<file path="config.mk">
export PLATFORM = sky130hd
export DESIGN_NAME = lgoe_gate
export DESIGN_NICKNAME = d
export VERILOG_FILES = /design/src/common/lgoe_pkg.sv /design/src/verilog/lgoe_gate.sv
export VERILOG_INCLUDE_DIRS = /design/src /design/src/common
export SDC_FILE = /design/constraint.sdc
export NUM_CORES = 1
export LEC_CHECK = 0
export BUFFER_PORTS_ARGS = -buffer_cell sky130_fd_sc_hd__buf_2
export CORE_UTILIZATION = 45
export CTS_BUF_LIST = sky130_fd_sc_hd__clkbuf_2
export CTS_CLUSTER_DIAMETER = 120
export CTS_CLUSTER_SIZE = 40
export DETAILED_ROUTE_END_ITERATION = 10
export PLACE_DENSITY = 0.85
export SLEW_MARGIN = 20
export SYNTH_ARGS = -nofsm -noshare
export SYNTH_HDL_FRONTEND = slang
export SYNTH_SLANG_ARGS = --single-unit
</file>
<file path="constraint.sdc">
create_clock -name core_clk_i -period 2.95 [get_ports core_clk_i]
set_clock_uncertainty 0.2 [all_clocks]
set_input_delay 0.295 -clock core_clk_i [delete_from_list [all_inputs] [get_ports core_clk_i]]
set_output_delay 0.295 -clock core_clk_i [all_outputs]
set_load 0.005 [all_outputs]
</file>
<file path="src/common/lgoe_defines.svh">
// Register offsets, field layout and reset values of the lock-gated output enable block.
`ifndef LGOE_DEFINES_SVH
`define LGOE_DEFINES_SVH

// -----------------------------------------------------------------------------
// Register map
// -----------------------------------------------------------------------------
`define LGOE_IDX_GATE_LOW 12'h0FC
`define LGOE_IDX_GATE_HIGH 12'h0FD
`define LGOE_IDX_PDN_CTRL 12'h0FE
`define LGOE_IDX_STATUS 12'h0FF
`define LGOE_ADDR_GATE_LOW 14'h03F0
`define LGOE_ADDR_GATE_HIGH 14'h03F4
`define LGOE_ADDR_PDN_CTRL 14'h03F8
`define LGOE_ADDR_STATUS 14'h03FC

// -----------------------------------------------------------------------------
// Fields and reset values
// -----------------------------------------------------------------------------
`define LGOE_GATE_LOW_W 8
`define LGOE_GATE_HIGH_W 4
`define LGOE_NUM_OUT 12
`define LGOE_GATE_RST 12'h000
`define LGOE_PDN_RST 12'h000

`endif

</file>
<file path="src/common/lgoe_pkg.sv">
// Types shared by the lock-gated output enable block.
package lgoe_pkg;
    typedef logic [11:0] lgoe_mask_t;
endpackage

</file>
<file path="src/verilog/lgoe_gate.sv">
// Lock-gated output enable logic with an APB register slave.
//
// Our own choice: register access over APB.
`timescale 1ns/100ps
`include "lgoe_defines.svh"

module lgoe_gate
    import lgoe_pkg::*;
#(
    parameter int NUM_OUT = `LGOE_NUM_OUT
) (
    input wire logic core_clk_i,
    input wire logic rst_b_i,
    input wire logic psel_i,
    input wire logic penable_i,
    input wire logic pwrite_i,
    input wire logic [13:0] paddr_i,
    input wire logic [31:0] pwdata_i,
    input wire logic [3:0] pstrb_i,
    output logic [31:0] prdata_o,
    output logic pready_o,
    output logic pslverr_o,
    input wire logic current_source_lock_indicator_i,
    input wire logic [11:0] other_pdn_i,
    output logic [11:0] out_enable_o
);

    // -------------------------------------------------------------------------
    // APB decode
    // -------------------------------------------------------------------------
    lgoe_mask_t gate_r;
    lgoe_mask_t gate_nxt;
    lgoe_mask_t soft_pdn_r;
    lgoe_mask_t soft_pdn_nxt;
    logic [31:0] prdata_r;
    logic [31:0] rd_mux;
    logic access;
    logic wr_en;
    logic rd_en;
    logic sel_low;
    logic sel_high;
    logic sel_pdn;
    logic sel_stat;
    logic mapped;
    logic lock_s1_r;
    logic lock_s2_r;
    lgoe_mask_t pdn_any;
    lgoe_mask_t stat_en;
    logic wr_low;
    logic wr_high;
    logic wr_pdn;

    // -------------------------------------------------------------------------
    // Decode helpers
    // -------------------------------------------------------------------------
    // One comparator shape serves both the write steering and the read mux.
    function automatic logic reg_hit(input logic [13:0] addr, input logic [13:0] base);
        reg_hit = (addr == base);
    endfunction

    assign access = psel_i & penable_i;
    assign sel_low = reg_hit(paddr_i, `LGOE_ADDR_GATE_LOW);
    assign sel_high = reg_hit(paddr_i, `LGOE_ADDR_GATE_HIGH);
    assign sel_pdn = reg_hit(paddr_i, `LGOE_ADDR_PDN_CTRL);
    assign sel_stat = reg_hit(paddr_i, `LGOE_ADDR_STATUS);
    assign mapped = sel_low | sel_high | sel_pdn | sel_stat;
    assign wr_en = access & pwrite_i & mapped & ~sel_stat & pstrb_i[0];
    assign wr_low = wr_en & sel_low;
    assign wr_high = wr_en & sel_high;
    assign wr_pdn = wr_en & sel_pdn;
    // Read data is captured at the end of the setup cycle so that it already
    // stands in the access cycle, at the edge where the master takes it.
    assign rd_en = psel_i & ~penable_i & ~pwrite_i;
    assign pready_o = 1'b1;
    assign pslverr_o = access & ~mapped;
    assign prdata_o = prdata_r;

    // Write steering; only the lane 0 strobe is checked, and the power-down write also takes bits 11:8 from lane 1.
    assign gate_nxt = wr_low ? {gate_r[11:8], pwdata_i[7:0]} :
        wr_high ? {pwdata_i[3:0], gate_r[7:0]} :
        gate_r;
    assign soft_pdn_nxt = wr_pdn ? pwdata_i[11:0] : soft_pdn_r;

    // Status rebuilds the enables from the synchronised lock level, so the read
    // path never captures the raw asynchronous input into a flop.
    assign stat_en = ~pdn_any & (~gate_r | {12{lock_s2_r}});
    assign rd_mux = sel_low ? {24'h000000, gate_r[7:0]} :
        sel_high ? {28'h0000000, gate_r[11:8]} :
        sel_pdn ? {20'h00000, soft_pdn_r} :
        sel_stat ? {15'h0000, lock_s2_r, 4'h0, stat_en} :
        32'h00000000;

    // -------------------------------------------------------------------------
    // Registers
    // -------------------------------------------------------------------------
    // Reset clears every gate, so outputs ignore the lock until software opts in.
    always_ff @(posedge core_clk_i or negedge rst_b_i) begin
        if (!rst_b_i) begin
            gate_r <= `LGOE_GATE_RST;
        end else begin
            gate_r <= gate_nxt;
        end
    end

    always_ff @(posedge core_clk_i or negedge rst_b_i) begin
        if (!rst_b_i) begin
            soft_pdn_r <= `LGOE_PDN_RST;
        end else begin
            soft_pdn_r <= soft_pdn_nxt;
        end
    end

    always_ff @(posedge core_clk_i or negedge rst_b_i) begin
        if (!rst_b_i) begin
            prdata_r <= 32'h00000000;
        end else begin
            prdata_r <= rd_en ? rd_mux : prdata_r;
        end
    end

    // The status copy of the lock level is synchronised; the gating path is not.
    always_ff @(posedge core_clk_i or negedge rst_b_i) begin
        if (!rst_b_i) begin
            lock_s1_r <= 1'b0;
            lock_s2_r <= 1'b0;
        end else begin
            lock_s1_r <= current_source_lock_indicator_i;
            lock_s2_r <= lock_s1_r;
        end
    end

    // -------------------------------------------------------------------------
    // Gating
    // -------------------------------------------------------------------------
    // The enable is combinational so an unlock removes the clock at once,
    // trading a possible runt edge for zero added latency.
    assign pdn_any = other_pdn_i | soft_pdn_r;

    genvar g;
    generate
        for (g = 0; g < NUM_OUT; g = g + 1) begin : g_out
            assign out_enable_o[g] = ~pdn_any[g] &
                (~gate_r[g] | current_source_lock_indicator_i);
            a_lock_follow: assert property (
                @(posedge core_clk_i) disable iff (!rst_b_i)
                (gate_r[g] && !pdn_any[g]) |->
                (out_enable_o[g] == current_source_lock_indicator_i))
                else $error("Gated output does not follow the lock indicator.");
        end
    endgenerate

    // -------------------------------------------------------------------------
    // Assertions
    // -------------------------------------------------------------------------
    a_gate_low_off: assert property (@(posedge core_clk_i) disable iff (!rst_b_i)
        (gate_r[0] && !current_source_lock_indicator_i) |-> !out_enable_o[0])
        else $error("Gated output 0 on while unlocked.");
    a_gate_high_on: assert property (@(posedge core_clk_i) disable iff (!rst_b_i)
        (current_source_lock_indicator_i && !pdn_any[7]) |-> out_enable_o[7])
        else $error("Output 7 off while locked and not powered down.");
    a_pdn_wins: assert property (@(posedge core_clk_i) disable iff (!rst_b_i)
        (other_pdn_i != 12'h000) |-> ((out_enable_o & other_pdn_i) == 12'h000))
        else $error("Powered-down output is enabled.");
    a_soft_pdn: assert property (@(posedge core_clk_i) disable iff (!rst_b_i)
        (soft_pdn_r != 12'h000) |-> ((out_enable_o & soft_pdn_r) == 12'h000))
        else $error("Software powered-down output is enabled.");
    a_low_write: assert property (@(posedge core_clk_i) disable iff (!rst_b_i)
        (wr_en && sel_low) |=> (gate_r[7:0] == $past(pwdata_i[7:0])))
        else $error("Low gate register not written.");
    a_high_write: assert property (@(posedge core_clk_i) disable iff (!rst_b_i)
        (wr_en && sel_high) |=> (gate_r[11:8] == $past(pwdata_i[3:0])))
        else $error("High gate register not written.");
    a_rd_in_access: assert property (@(posedge core_clk_i) disable iff (!rst_b_i)
        (access && !pwrite_i && sel_low) |-> (prdata_o == {24'h000000, gate_r[7:0]}))
        else $error("Low gate read data not standing in the access cycle.");
    a_rd_high: assert property (@(posedge core_clk_i) disable iff (!rst_b_i)
        (access && !pwrite_i && sel_high) |-> (prdata_o == {28'h0000000, gate_r[11:8]}))
        else $error("High gate read data not standing in the access cycle.");
    a_ungated_free: assert property (@(posedge core_clk_i) disable iff (!rst_b_i)
        (!gate_r[11] && !pdn_any[11]) |-> out_enable_o[11])
        else $error("Ungated output 11 affected by lock.");
    a_no_delay: assert property (@(posedge core_clk_i) disable iff (!rst_b_i)
        (gate_r[8] && !pdn_any[8]) |-> (out_enable_o[8] == current_source_lock_indicator_i))
        else $error("Gated output 8 lags the lock indicator.");
    a_bad_addr: assert property (@(posedge core_clk_i) disable iff (!rst_b_i)
        (access && !mapped) |-> pslverr_o ##1 ($stable(gate_r) && $stable(soft_pdn_r)))
        else $error("Unmapped access not refused.");
    a_err_rdata: assert property (@(posedge core_clk_i) disable iff (!rst_b_i)
        (access && !pwrite_i && !mapped) |-> (prdata_o == 32'h00000000))
        else $error("Unmapped read returned data.");
    a_strobe_off: assert property (@(posedge core_clk_i) disable iff (!rst_b_i)
        (access && pwrite_i && !pstrb_i[0]) |=> $stable(gate_r))
        else $error("Write without lane 0 strobe changed a gate.");
    a_status_ro: assert property (@(posedge core_clk_i) disable iff (!rst_b_i)
        (access && pwrite_i && sel_stat) |=> ($stable(gate_r) && $stable(soft_pdn_r)))
        else $error("Status write changed a register.");
    a_gate_hold: assert property (@(posedge core_clk_i) disable iff (!rst_b_i)
        !(wr_low || wr_high) |=> $stable(gate_r))
        else $error("Gate register changed without a write.");
    a_pdn_write: assert property (@(posedge core_clk_i) disable iff (!rst_b_i)
        wr_pdn |=> (soft_pdn_r == $past(pwdata_i[11:0])))
        else $error("Software power-down register not written.");
    a_pdn_hold: assert property (@(posedge core_clk_i) disable iff (!rst_b_i)
        !wr_pdn |=> $stable(soft_pdn_r))
        else $error("Software power-down changed without a write.");

    // -------------------------------------------------------------------------
    // Cover points
    // -------------------------------------------------------------------------
    c_lock_gate: cover property (@(posedge core_clk_i) disable iff (!rst_b_i)
        gate_r[0] && !out_enable_o[0]);
    c_relock: cover property (@(posedge core_clk_i) disable iff (!rst_b_i)
        gate_r[0] && !out_enable_o[0] ##1 out_enable_o[0]);
    c_pdn_locked: cover property (@(posedge core_clk_i) disable iff (!rst_b_i)
        current_source_lock_indicator_i && other_pdn_i[5] && gate_r[5]);
    c_soft_pdn: cover property (@(posedge core_clk_i) disable iff (!rst_b_i)
        current_source_lock_indicator_i && soft_pdn_r[0] && gate_r[0]);
    c_err_access: cover property (@(posedge core_clk_i) disable iff (!rst_b_i)
        access && pslverr_o);

endmodule // lgoe_gate

</file>
==> results of run 1 <==
## final cells by class
type	instances	area, sq um	share of cell area (%)
sequential	39	975.9	36.01
multi-input combinational	144	1060	39.10
clock inverter	2	8.758	0.3232
tap	67	83.83	3.093
inverter	7	26.28	0.9695
timing repair buffer	89	530.5	19.58
clock buffer	5	25.02	0.9234
## worst paths after layout
check | from | endpoint | slack (ps) | cells after the start
max in group asynchronous | rst_b_i | lock_s2_r | 1650 | 2
worst max-delay path | current_source_lock_indicator_i | out_enable_o[10] | 850 | 5
worst min register to register | lock_s1_r | lock_s2_r | 170 | 0
min in group asynchronous | rst_b_i | soft_pdn_r[5] | 340 | 2
worst min-delay path | other_pdn_i[10] | prdata_o[10] | 5 | 4
worst max register to register | lock_s2_r | prdata_o[10] | 1470 | 4
## worst max-delay path: cells and delay by family
family                 cells  cell delay [ps]
buffers and inverters      4              970
AO/OA/AOI/OAI              1              330
## through the flow
stage	util (%)	hold WS [ps]
4_1_cts	57.38	2.711
2_1_floorplan	-	-200.6
5_1_grt	57.38	13.94
3_5_place_dp	53.48	141.8
6_report	57.38	4.584
3_3_place_gp	53.48	136.2
## power breakdown
part | internal, W | leakage, nW | switching (W)
Sequential | 0.000541 | 0.536 | 0.00000225
Clock | 0.0000501 | 0.0262 | 0.000169
Combinational | 0.0000606 | 0.783 | 0.0000708
Total | 0.000652 | 1.35 | 0.000242
## repair_timing
action,in CTS,in global routing
endpoints found under the hold margin,65,0
setup endpoints to repair,0,0
hold buffers,15,0
## Yosys cell counts, types with 6 or more instances
master    count
mux2i_1       6
mux2_2       24
a31oi_1       6
a211oi_1     18
o21ai_0       8
clkbuf_1     10
nor2_1        7
dfrtp_1      39
buf_4        21
o31ai_1      10
inv_1         7
nand2_1      13
## cells by family after synthesis
| logic type | share of synthesized area, % |
|---|---|
| compound gates | 16.43 |
| buf+inv | 10.57 |
| flops | 44.34 |
| mux | 17.74 |
| other cells | 0.3412 |
| simple gates | 10.57 |
## per-layer routing
layer / GRT usage, % / up-vias / wire (um)
met2: 35.32 / 81 / 2495
met3: 4.167 / 5 / 339
li1: - / 878 / -
met1: 25.88 / 869 / 2249
met4: 5.882 / 0 / 64
met5: 0 / - / 0
## state kept, by name, summed over array words and instances, names as in the netlist
register and cells:
soft_pdn_r 12, prdata_o 13, gate_r 12, lock_s2_r 1, lock_s1_r 1
==> key figures, run 1 <==
Status
  – Status: completed

Yosys
  – Primary FF master, synth: dfrtp_1
  – Synth top area share: 44.34%
  – Post-synthesis sequential area ratio: 44.34%
  – Post-synthesis area per instance: 10.79 sq um
  – Asr flop ratio synth: 100.0%
  – Post-synth EDFFs: 0
  – Count of cell types in the netlist: 30
  – Leading area contributor after synthesis: dfrtp_1
  – #FFs+latches synth: 39
  – Cell Area, Synth: 0.002201 sq mm
  – Synth top area cells: dfrtp_1 44%, mux2_2 12%, buf_4 7.2%, a211oi_1 6.1%, o31ai_1 3.4%
  – Post-Synthesis Cells: 204
  – Ys Warns: 0

STA
  – Final Hold Viols: 0
  – Final setup violating endpoints: 0
  – Minimum clock period: 2102 ps
  – Worst slew pin tran: 870.4 ps
  – Final worst setup slack: 847.8 ps
  – Fin crit share: 71.26%
  – Fmax: 475.7 MHz
  – Worst slew margin: 41.97%
  – Final slew viol count: 0
  – Final setup TNS: 0 ps
  – RSZ-0062 raised after global routing: false

Routing
  – Routed wire length per instance: 14.59 um
  – Detail Route Antenna Nets: 0
  – DR iter-0 viols: 146
  – Via count: 1,833
  – Post-DR vias/cell: 5.193
  – DR DRC count: 0
  – Wirelength, routed: 5149 um
  – Router iterations before antenna repair: 4

Clocking
  – TritonCTS Sinks: 39
  – CTS root buffer: clkbuf_2
  – CTS tree: built
  – Clock Pin Slew Worst Setup and Hold Paths: 200 ps
  – CTS buffer count: 5
  – Clock Path Buffers: 2
  – Setup Fix Bufs, Post-CTS: 0
  – Worst-Skew Late Latency: 390 ps
  – H-tree Lvls: 2
  – Post_cts resized: 0

Setup path
  – CP endpoint kind: output port
  – CP max-delay cell: dlygate4sd3_1
  – Critical path cell sequence: dlygate4sd3_1, buf_2, inv_1, a211oi_1, buf_2
  – Crit path DAT: 1610 ps
  – Worst setup path class: in2out
  – Critical Path RT: 2460 ps
  – Most frequent CP cell: buf_2
  – Slowest cell delay on critical path: 520 ps
  – Critical path peak fanout: 12
  – Setup crit start kind: input pin

Power and ir drop
  – Pwr Density: 329.7 mW/mm^2
  – Total power: 0.0008936 W
  – Worst VDD drop: 0.0001965 V
  – Leakage: 1.346 nW

Layout
  – Layout Area Growth over Synthesis: 23.14%
  – Final layout net count: 354
  – Most frequent cells in the layout: 70 x buf_2, 39 x dfrtp_1, 24 x mux2_2, 20 x conb_1, 18 x a211oi_1
  – Fillers: 410
  – Diode count: 0
  – Non-Filler Instances: 353
  – Fin area: 0.002710 sq mm
  – Most common cell after layout, fill and taps aside: buf_2
  – Layout cells sized above 1: 40.21%

Floorplan
  – Die area: 0.005175 sq mm
  – Initial Utilization: 46.60%
  – Die extent in x: 71.94 um
  – IO Pins: 114
  – Die height: 71.94 um
  – Core Box Area: 0.004723 sq mm
  – Site Rows: 25

Placement
  – Pre-CTS setup slack: 515.9 ps
  – Routability Congestion: 0.7672
  – Post-placement cell count: 331
  – PortBufs: 70
  – Area post-placement: 0.002526 sq mm
  – HPWL after DPL: 3635 um

Global route
  – GRT Overall Usage: 20.38%
  – Vias in the first global route: 1,741
  – Largest net degree at the start of global routing: 40
  – Global route overflow: 0
  – Initial antenna violation count: 0
  – Global-route wire length before repair: 8176 um

Min path
  – Worst min path class: in2reg

Job
  – Max Cap Violations: 0
No activity file was read; power rests on OpenSTA's default activity.
==> inputs of run 2 (changes only) <==
--- a/config.mk
+++ b/config.mk
@@ -7,12 +7,12 @@
 export NUM_CORES = 1
 export LEC_CHECK = 0
 export BUFFER_PORTS_ARGS = -buffer_cell sky130_fd_sc_hd__buf_2
-export CORE_UTILIZATION = 45
+export CORE_UTILIZATION = 42
 export CTS_BUF_LIST = sky130_fd_sc_hd__clkbuf_2
 export CTS_CLUSTER_DIAMETER = 120
 export CTS_CLUSTER_SIZE = 40
 export DETAILED_ROUTE_END_ITERATION = 10
-export PLACE_DENSITY = 0.85
+export PLACE_DENSITY = 0.83
 export SLEW_MARGIN = 20
 export SYNTH_ARGS = -nofsm -noshare
 export SYNTH_HDL_FRONTEND = slang
==> constraint.sdc (replaced) <==
create_clock -name core_clk_i -period 1.9 [get_ports core_clk_i]
set_clock_uncertainty 0.2 [all_clocks]
set_input_delay 0.19 -clock core_clk_i [delete_from_list [all_inputs] [get_ports core_clk_i]]
set_output_delay 0.19 -clock core_clk_i [all_outputs]
set_load 0.005 [all_outputs]
==> run 2 against run 1 <==
- wire length up 9.8%
- clock-buffer cell count up 2
- critical path type is now in2reg
- worst hold slack better by 31 ps
- non-clock buffer count up 28
- clock power up 68%
- largest cell class unchanged
- via count up 7.7%
- core utilization up 4.6 points
- final cell count up 8.2%
- total power up 63%
- largest power group unchanged
- register-to-register slack worse by 1100 ps
- critical endpoint is now gate_r[1]
==> key figures, run 2 (synthesis gave the netlist of run 1 again) <==
STA
  – Final setup TNS: 0 ps (unchanged)
  – Final setup violating endpoints: 0 (unchanged)
  – Minimum clock period: 1891 ps
  – Final Hold Viols: 0 (unchanged)
  – Worst slew pin tran: 511.0 ps (-359.4 ps)
  – Hold Slack: 35.72 ps (+31.14 ps)
  – Fin crit share: 99.55%
  – Final slew viol count: 0 (unchanged)
  – Fmax: 528.7 MHz
  – Worst slew margin: 65.93% (+24 points)

Setup path
  – Buf/Inv on CP: 3 (-1)
  – Critical path cell sequence: buf_2, or4_4, or2_4, buf_12, nor4_4, buf_12, mux2_4
  – Setup crit start kind: input pin
  – Slowest cell delay on critical path: 520 ps (about the same)
  – Most frequent CP cell: buf_12
  – CP endpoint kind: flip-flop
  – CP max-delay cell: or4_4
  – Worst setup path class: in2reg
  – Top Family by Delay on Critical Path: simple AND/OR/NAND/NOR gates
  – FF-to-FF Start: lock_s2_r
  – Critical Path Start: paddr_i[1]
  – Critical Path RT: 2000 ps (-460 ps)
  – Critical path peak fanout: 8 (-4)
  – Crit path DAT: 1990 ps (+380 ps)

Placement
  – HPWL after DPL: 4128 um (+14%)
  – PortBufs: 70 (unchanged)
  – Routability Congestion: 0.8211 (+7.0%)
  – Post-placement cell count: 345 (+4.2%)

Routing
  – Router iterations before antenna repair: 4 (unchanged)
  – DR iter-0 viols: 89 (-39%)
  – Wirelength, routed: 5653 um (+9.8%)
  – Via count: 1,975 (+7.7%)
  – Post-DR vias/cell: 5.170 (-0.43%)
  – Detail Route Antenna Nets: 0 (unchanged)
  – Routed wire length per instance: 14.80 um (+1.5%)
  – DR DRC count: 0 (unchanged)

Power and ir drop
  – Net Sw Frac: 26.91% (-0.17 points)
  – Worst VDD drop: 0.0002332 V (+19%)
  – Clock Power Share: 25.2% (+0.7 points)
  – Leakage: 1.493 nW (+11%)
  – Total power: 0.001455 W (+63%)
  – Sw power: 0.0003916 W (+62%)
  – P_int: 0.001064 W (+63%)
  – Pwr Density: 481.2 mW/mm^2 (+46%)
  – Combinational power share: 16.8% (+2.1 points)
  – Flop pwr share: 58.0% (-2.8 points)

Clocking
  – Clock Path Buffers: 2 (unchanged)
  – Clock Pin Slew Worst Setup and Hold Paths: 180 ps (-20 ps)
  – CTS root buffer: clkbuf_2
  – Worst-Skew Late Latency: 400 ps (about the same)
  – TritonCTS Sinks: 39 (unchanged)
  – CTS tree: built
  – CTS buffer count: 5 (unchanged)
  – H-tree Lvls: 2 (unchanged)

Layout
  – Most common cell after layout, fill and taps aside: buf_2
  – Diode count: 0 (unchanged)
  – Final layout net count: 382 (+7.9%)
  – Layout cells sized above 1: 41.90% (+1.7 points)
  – Max FFs per register: 13 (unchanged)
  – Most frequent cells in the layout: 69 x buf_2, 39 x dfrtp_1, 29 x dlygate4sd3_1, 20 x conb_1, 18 x a211oi_1
  – Layout Area Growth over Synthesis: 37.41%
  – Core Util, Final: 61.97% (+4.6 points)
  – Non-Filler Instances: 382 (+8.2%)

Job
  – Max Cap Violations: 0 (unchanged)

Floorplan
  – Site Rows: 25 (unchanged)
  – Die extent in x: 74.39 um (+3.4%)
  – Initial Utilization: 45.10% (-1.5 points)
  – Core Box Area: 0.004880 sq mm (+3.3%)
  – Die height: 74.39 um (+3.4%)
  – Die area: 0.005534 sq mm (+6.9%)
  – IO Pins: 114 (unchanged)

Min path
  – Worst min path class: in2reg
  – Worst Hold Launch: other_pdn_i[2]

Global route
  – Initial antenna violation count: 0 (unchanged)
  – Vias in the first global route: 1,917 (+10%)
  – Global route overflow: 0 (unchanged)
  – GRT Overall Usage: 21.59% (+1.2 points)
  – Largest net degree at the start of global routing: 40 (unchanged)
  – Global-route wire length before repair: 8756 um (+7.1%)

Status
  – Status: completed
==> run 2: worst paths after layout <==
kind / slack (ps) / cells past startpoint / to
max: 9 / 7 / gate_r[1]
min: 40 / 4 / prdata_o[2]
max reg2reg: 370 / 4 / prdata_o[10]
min reg2reg: 180 / 0 / lock_s2_r
max in group asynchronous: 1000 / 3 / soft_pdn_r[0]
min in group asynchronous: 140 / 3 / soft_pdn_r[7]
==> run 2: worst min-delay path: stages <==
cell,delay (ps)
buf_2,80
nor2_1,50
a31oi_1,210
o31ai_1,90
==> run 2: stage by stage <==
| stage | cell area [sq um] | setup slack (ps) |
|---|---|---|
| 2_1_floorplan | 2298 | -336.3 |
| 3_3_place_gp | 2686 | -391.9 |
| 3_5_place_dp | 2686 | -402.8 |
| 4_1_cts | 3017 | 8.888 |
| 5_1_grt | 3024 | -9.902 |
| 6_report | 3024 | 8.610 |
==> run 2: metal layers <==
metal  track usage [%]  wire, um  up-vias
li1                  -         -      934
met1             27.85      2561      954
met2             35.54      2699       78
met3             3.523       300        9
met4             10.06        91        0
met5                 0         0        -
==> run 2: power groups by stage <==
stage	clock network (W)	logic [W]	registers, W
final	0.000367	0.000244	0.000844
after global routing	0.000410	0.000272	0.000845
after CTS	0.000383	0.000243	0.000844
after detailed placement	0	0.000197	0.000859
after global placement	0	0.000193	0.000858
after floorplan	0	0.000109	0.000859
==> run 2: what timing repair did <==
action,in CTS,in global routing
endpoints found under the hold margin,76,0
buffers inserted,0,1
setup endpoints to repair,0,14
hold buffers,29,0
resized for setup,0,1
==> run 2: cell type report <==
cell class | instances | area [sq um]
well taps | 67 | 83.83
clock inverters | 1 | 5.005
flip-flops and latches | 39 | 975.9
multi-input cells | 144 | 1095
inverters | 7 | 26.28
repair buffers | 117 | 803.3
clock buffers | 7 | 35.03
fillers | 417 | 1856
==> inputs of run 3 (changes only) <==
--- a/config.mk
+++ b/config.mk
@@ -13,6 +13,7 @@
 export CTS_CLUSTER_SIZE = 40
 export DETAILED_ROUTE_END_ITERATION = 10
 export PLACE_DENSITY = 0.83
+export REMOVE_ABC_BUFFERS = 1
 export SLEW_MARGIN = 20
 export SYNTH_ARGS = -nofsm -noshare
 export SYNTH_HDL_FRONTEND = slang
==> run 3 against run 2 <==
- the run now ends with setup timing left
- sequential share of layout area is essentially flat
- wire length grew 2.5%
- fmax shrank 1.0%
- cell area is essentially flat
- critical endpoint is now soft_pdn_r[10]
- die area is the same
- flip-flop and latch count is the same
==> key figures, run 3 (synthesis gave the netlist of run 1 again) <==
Status
  – Status: complete, but fails checks
  – Failing checks: setup timing

Layout
  – Final layout net count: 387 (+1.3%)
  – Most common cell after layout, fill and taps aside: buf_2
  – Diode count: 0 (unchanged)
  – Layout Area Growth over Synthesis: 37.35% (about the same)
  – Max FFs per register: 13 (unchanged)
  – Most frequent cells in the layout: 70 x buf_2, 39 x dfrtp_1, 31 x dlygate4sd3_1, 24 x mux2_2
  – Fin area: 0.003023 sq mm (about the same)
  – Layout cells sized above 1: 41.25% (-0.65 points)
  – Sequential Area: 975.9 sq um (unchanged)
  – Multi-input logic area: 0.001069 sq mm (-2.4%)
  – Fillers: 442 (+6.0%)

Routing
  – Router iterations before antenna repair: 4 (unchanged)
  – Via count: 1,976 (+0.051%)
  – Routed wire length per instance: 14.98 um (+1.2%)
  – Post-DR vias/cell: 5.106 (-1.2%)
  – DR iter-0 viols: 114 (+28%)
  – Wirelength, routed: 5797 um (+2.5%)
  – DR DRC count: 0 (unchanged)
  – Detail Route Antenna Nets: 0 (unchanged)

Clocking
  – CTS tree: built
  – CTS root buffer: clkbuf_2
  – Clock Path Buffers: 2 (unchanged)
  – Worst-Skew Late Latency: 390 ps (about the same)
  – CTS buffer count: 5 (unchanged)
  – Clock Pin Slew Worst Setup and Hold Paths: 170 ps (about the same)
  – H-tree Lvls: 2 (unchanged)
  – TritonCTS Sinks: 39 (unchanged)

Global route
  – Vias in the first global route: 1,922 (+0.26%)
  – Initial antenna violation count: 0 (unchanged)
  – Global route overflow: 0 (unchanged)
  – GRT Overall Usage: 22.22% (+0.62 points)
  – Largest net degree at the start of global routing: 40 (unchanged)
  – Global-route wire length before repair: 9094 um (+3.9%)

Placement
  – PortBufs: 70 (unchanged)
  – Area post-placement: 0.002636 sq mm (-1.9%)
  – Routability Congestion: 0.8460 (+3.0%)
  – HPWL after DPL: 4206 um (+1.9%)

Job
  – Max Cap Violations: 0 (unchanged)

Setup path
  – Crit path DAT: 1990 ps (about the same)
  – Setup crit start kind: input pin
  – Critical Path RT: 1980 ps (-20 ps)
  – Critical path peak fanout: 5 (-3)
  – Worst setup path class: in2reg
  – CP endpoint kind: flip-flop

Floorplan
  – IO Pins: 114 (unchanged)
  – Core Box Area: 0.004880 sq mm (unchanged)
  – Die extent in x: 74.39 um (unchanged)
  – Die height: 74.39 um (unchanged)
  – Initial Utilization: 45.10% (unchanged)
  – Die area: 0.005534 sq mm (unchanged)
  – Site Rows: 25 (unchanged)

Power and ir drop
  – Total power: 0.001441 W (-0.95%)
  – Pwr Density: 476.8 mW/mm^2 (-0.91%)
  – Leakage: 1.519 nW (+1.8%)
  – Worst VDD drop: 0.0002607 V (+12%)

STA
  – Final setup violating endpoints: 6 (+6)
  – Fmax: 523.3 MHz (-1.0%)
  – Minimum clock period: 1911 ps (+19.64 ps)
  – Hold Slack: 51.36 ps (+15.64 ps)
  – Final slew viol count: 0 (unchanged)
  – RSZ-0062 raised after global routing: true
  – Final setup TNS: -42.45 ps (-42.45 ps)
  – Final Hold Viols: 0 (unchanged)
  – Fin crit share: 100.6% (+1.0 points)
  – Final worst setup slack: -11.03 ps (-19.64 ps)

Min path
  – Worst min path class: in2reg
-- run 3: cell count changes in the layout (fill, tap and decap cells not counted), moves of 2 or more --
cell / delta
buf_4: +3
dlygate4sd3_1: +2
mux2_4: -8
clkinv_1: +2
mux2_2: +8
-- run 3: final timing paths --
| kind | startpoint | to | slack [ps] | cells past startpoint |
|---|---|---|---|---|
| hold reg to reg | lock_s1_r | lock_s2_r | 170 | 0 |
| min in group asynchronous | rst_b_i | soft_pdn_r[4] | 160 | 3 |
| max in group asynchronous | rst_b_i | soft_pdn_r[9] | 980 | 3 |
| setup reg to reg | lock_s2_r | prdata_o[11] | 370 | 4 |
| hold / removal | psel_i | prdata_o[11] | 50 | 4 |
| setup / recovery | paddr_i[1] | soft_pdn_r[10] | -10 | 6 |
-- run 3: per-layer routing --
metal | GRT usage (%) | wire (um) | up-vias
li1 | - | - | 944
met1 | 27.28 | 2459 | 954
met2 | 38.44 | 2932 | 72
met3 | 5.556 | 342 | 6
met4 | 6.709 | 63 | 0
met5 | 0 | 0 | -
-- run 3: metrics by stage --
step                worst slack [ps]  std cells  utilization [%]
floorplan                     -634.0        190                -
global placement              -390.9        344            54.03
detailed placement            -466.6        344            54.03
CTS                            4.827        384            61.44
global route                  -6.550        387            61.95
finish                        -11.03        387            61.95
-- run 3: power by group --
| group | total (W) | internal [W] | switching [W] | leakage (nW) |
|---|---|---|---|---|
| sequential | 0.000843 | 0.000840 | 0.00000375 | 0.536 |
| clock | 0.000349 | 0.0000886 | 0.000260 | 0.0281 |
| combinational | 0.000249 | 0.000128 | 0.000121 | 0.955 |
-- run 3: repair_timing --
item                                   in CTS  in global routing
endpoints found under the hold margin      77                  3
setup endpoints to repair                   7                  9
cloned                                      1                  0
resized for setup                           2                  2
buffers inserted                            0                  3
hold buffers                               31                  1
-- run 3: final cells by class --
class                      instances  area share, %
sequential                        39          32.28
clock buffer                       6         0.9934
multi-input combinational        144          35.35
clock inverter                     2         0.2483
timing repair buffer             122          27.48
tap                               67          2.773
inverter                           7         0.8692
-- run 3: critical path, stage by stage --
cell and delay [ps]:
buf_2 100, or4_4 540, or2_4 280, nor4b_4 320, buf_4 220, mux2_2 340
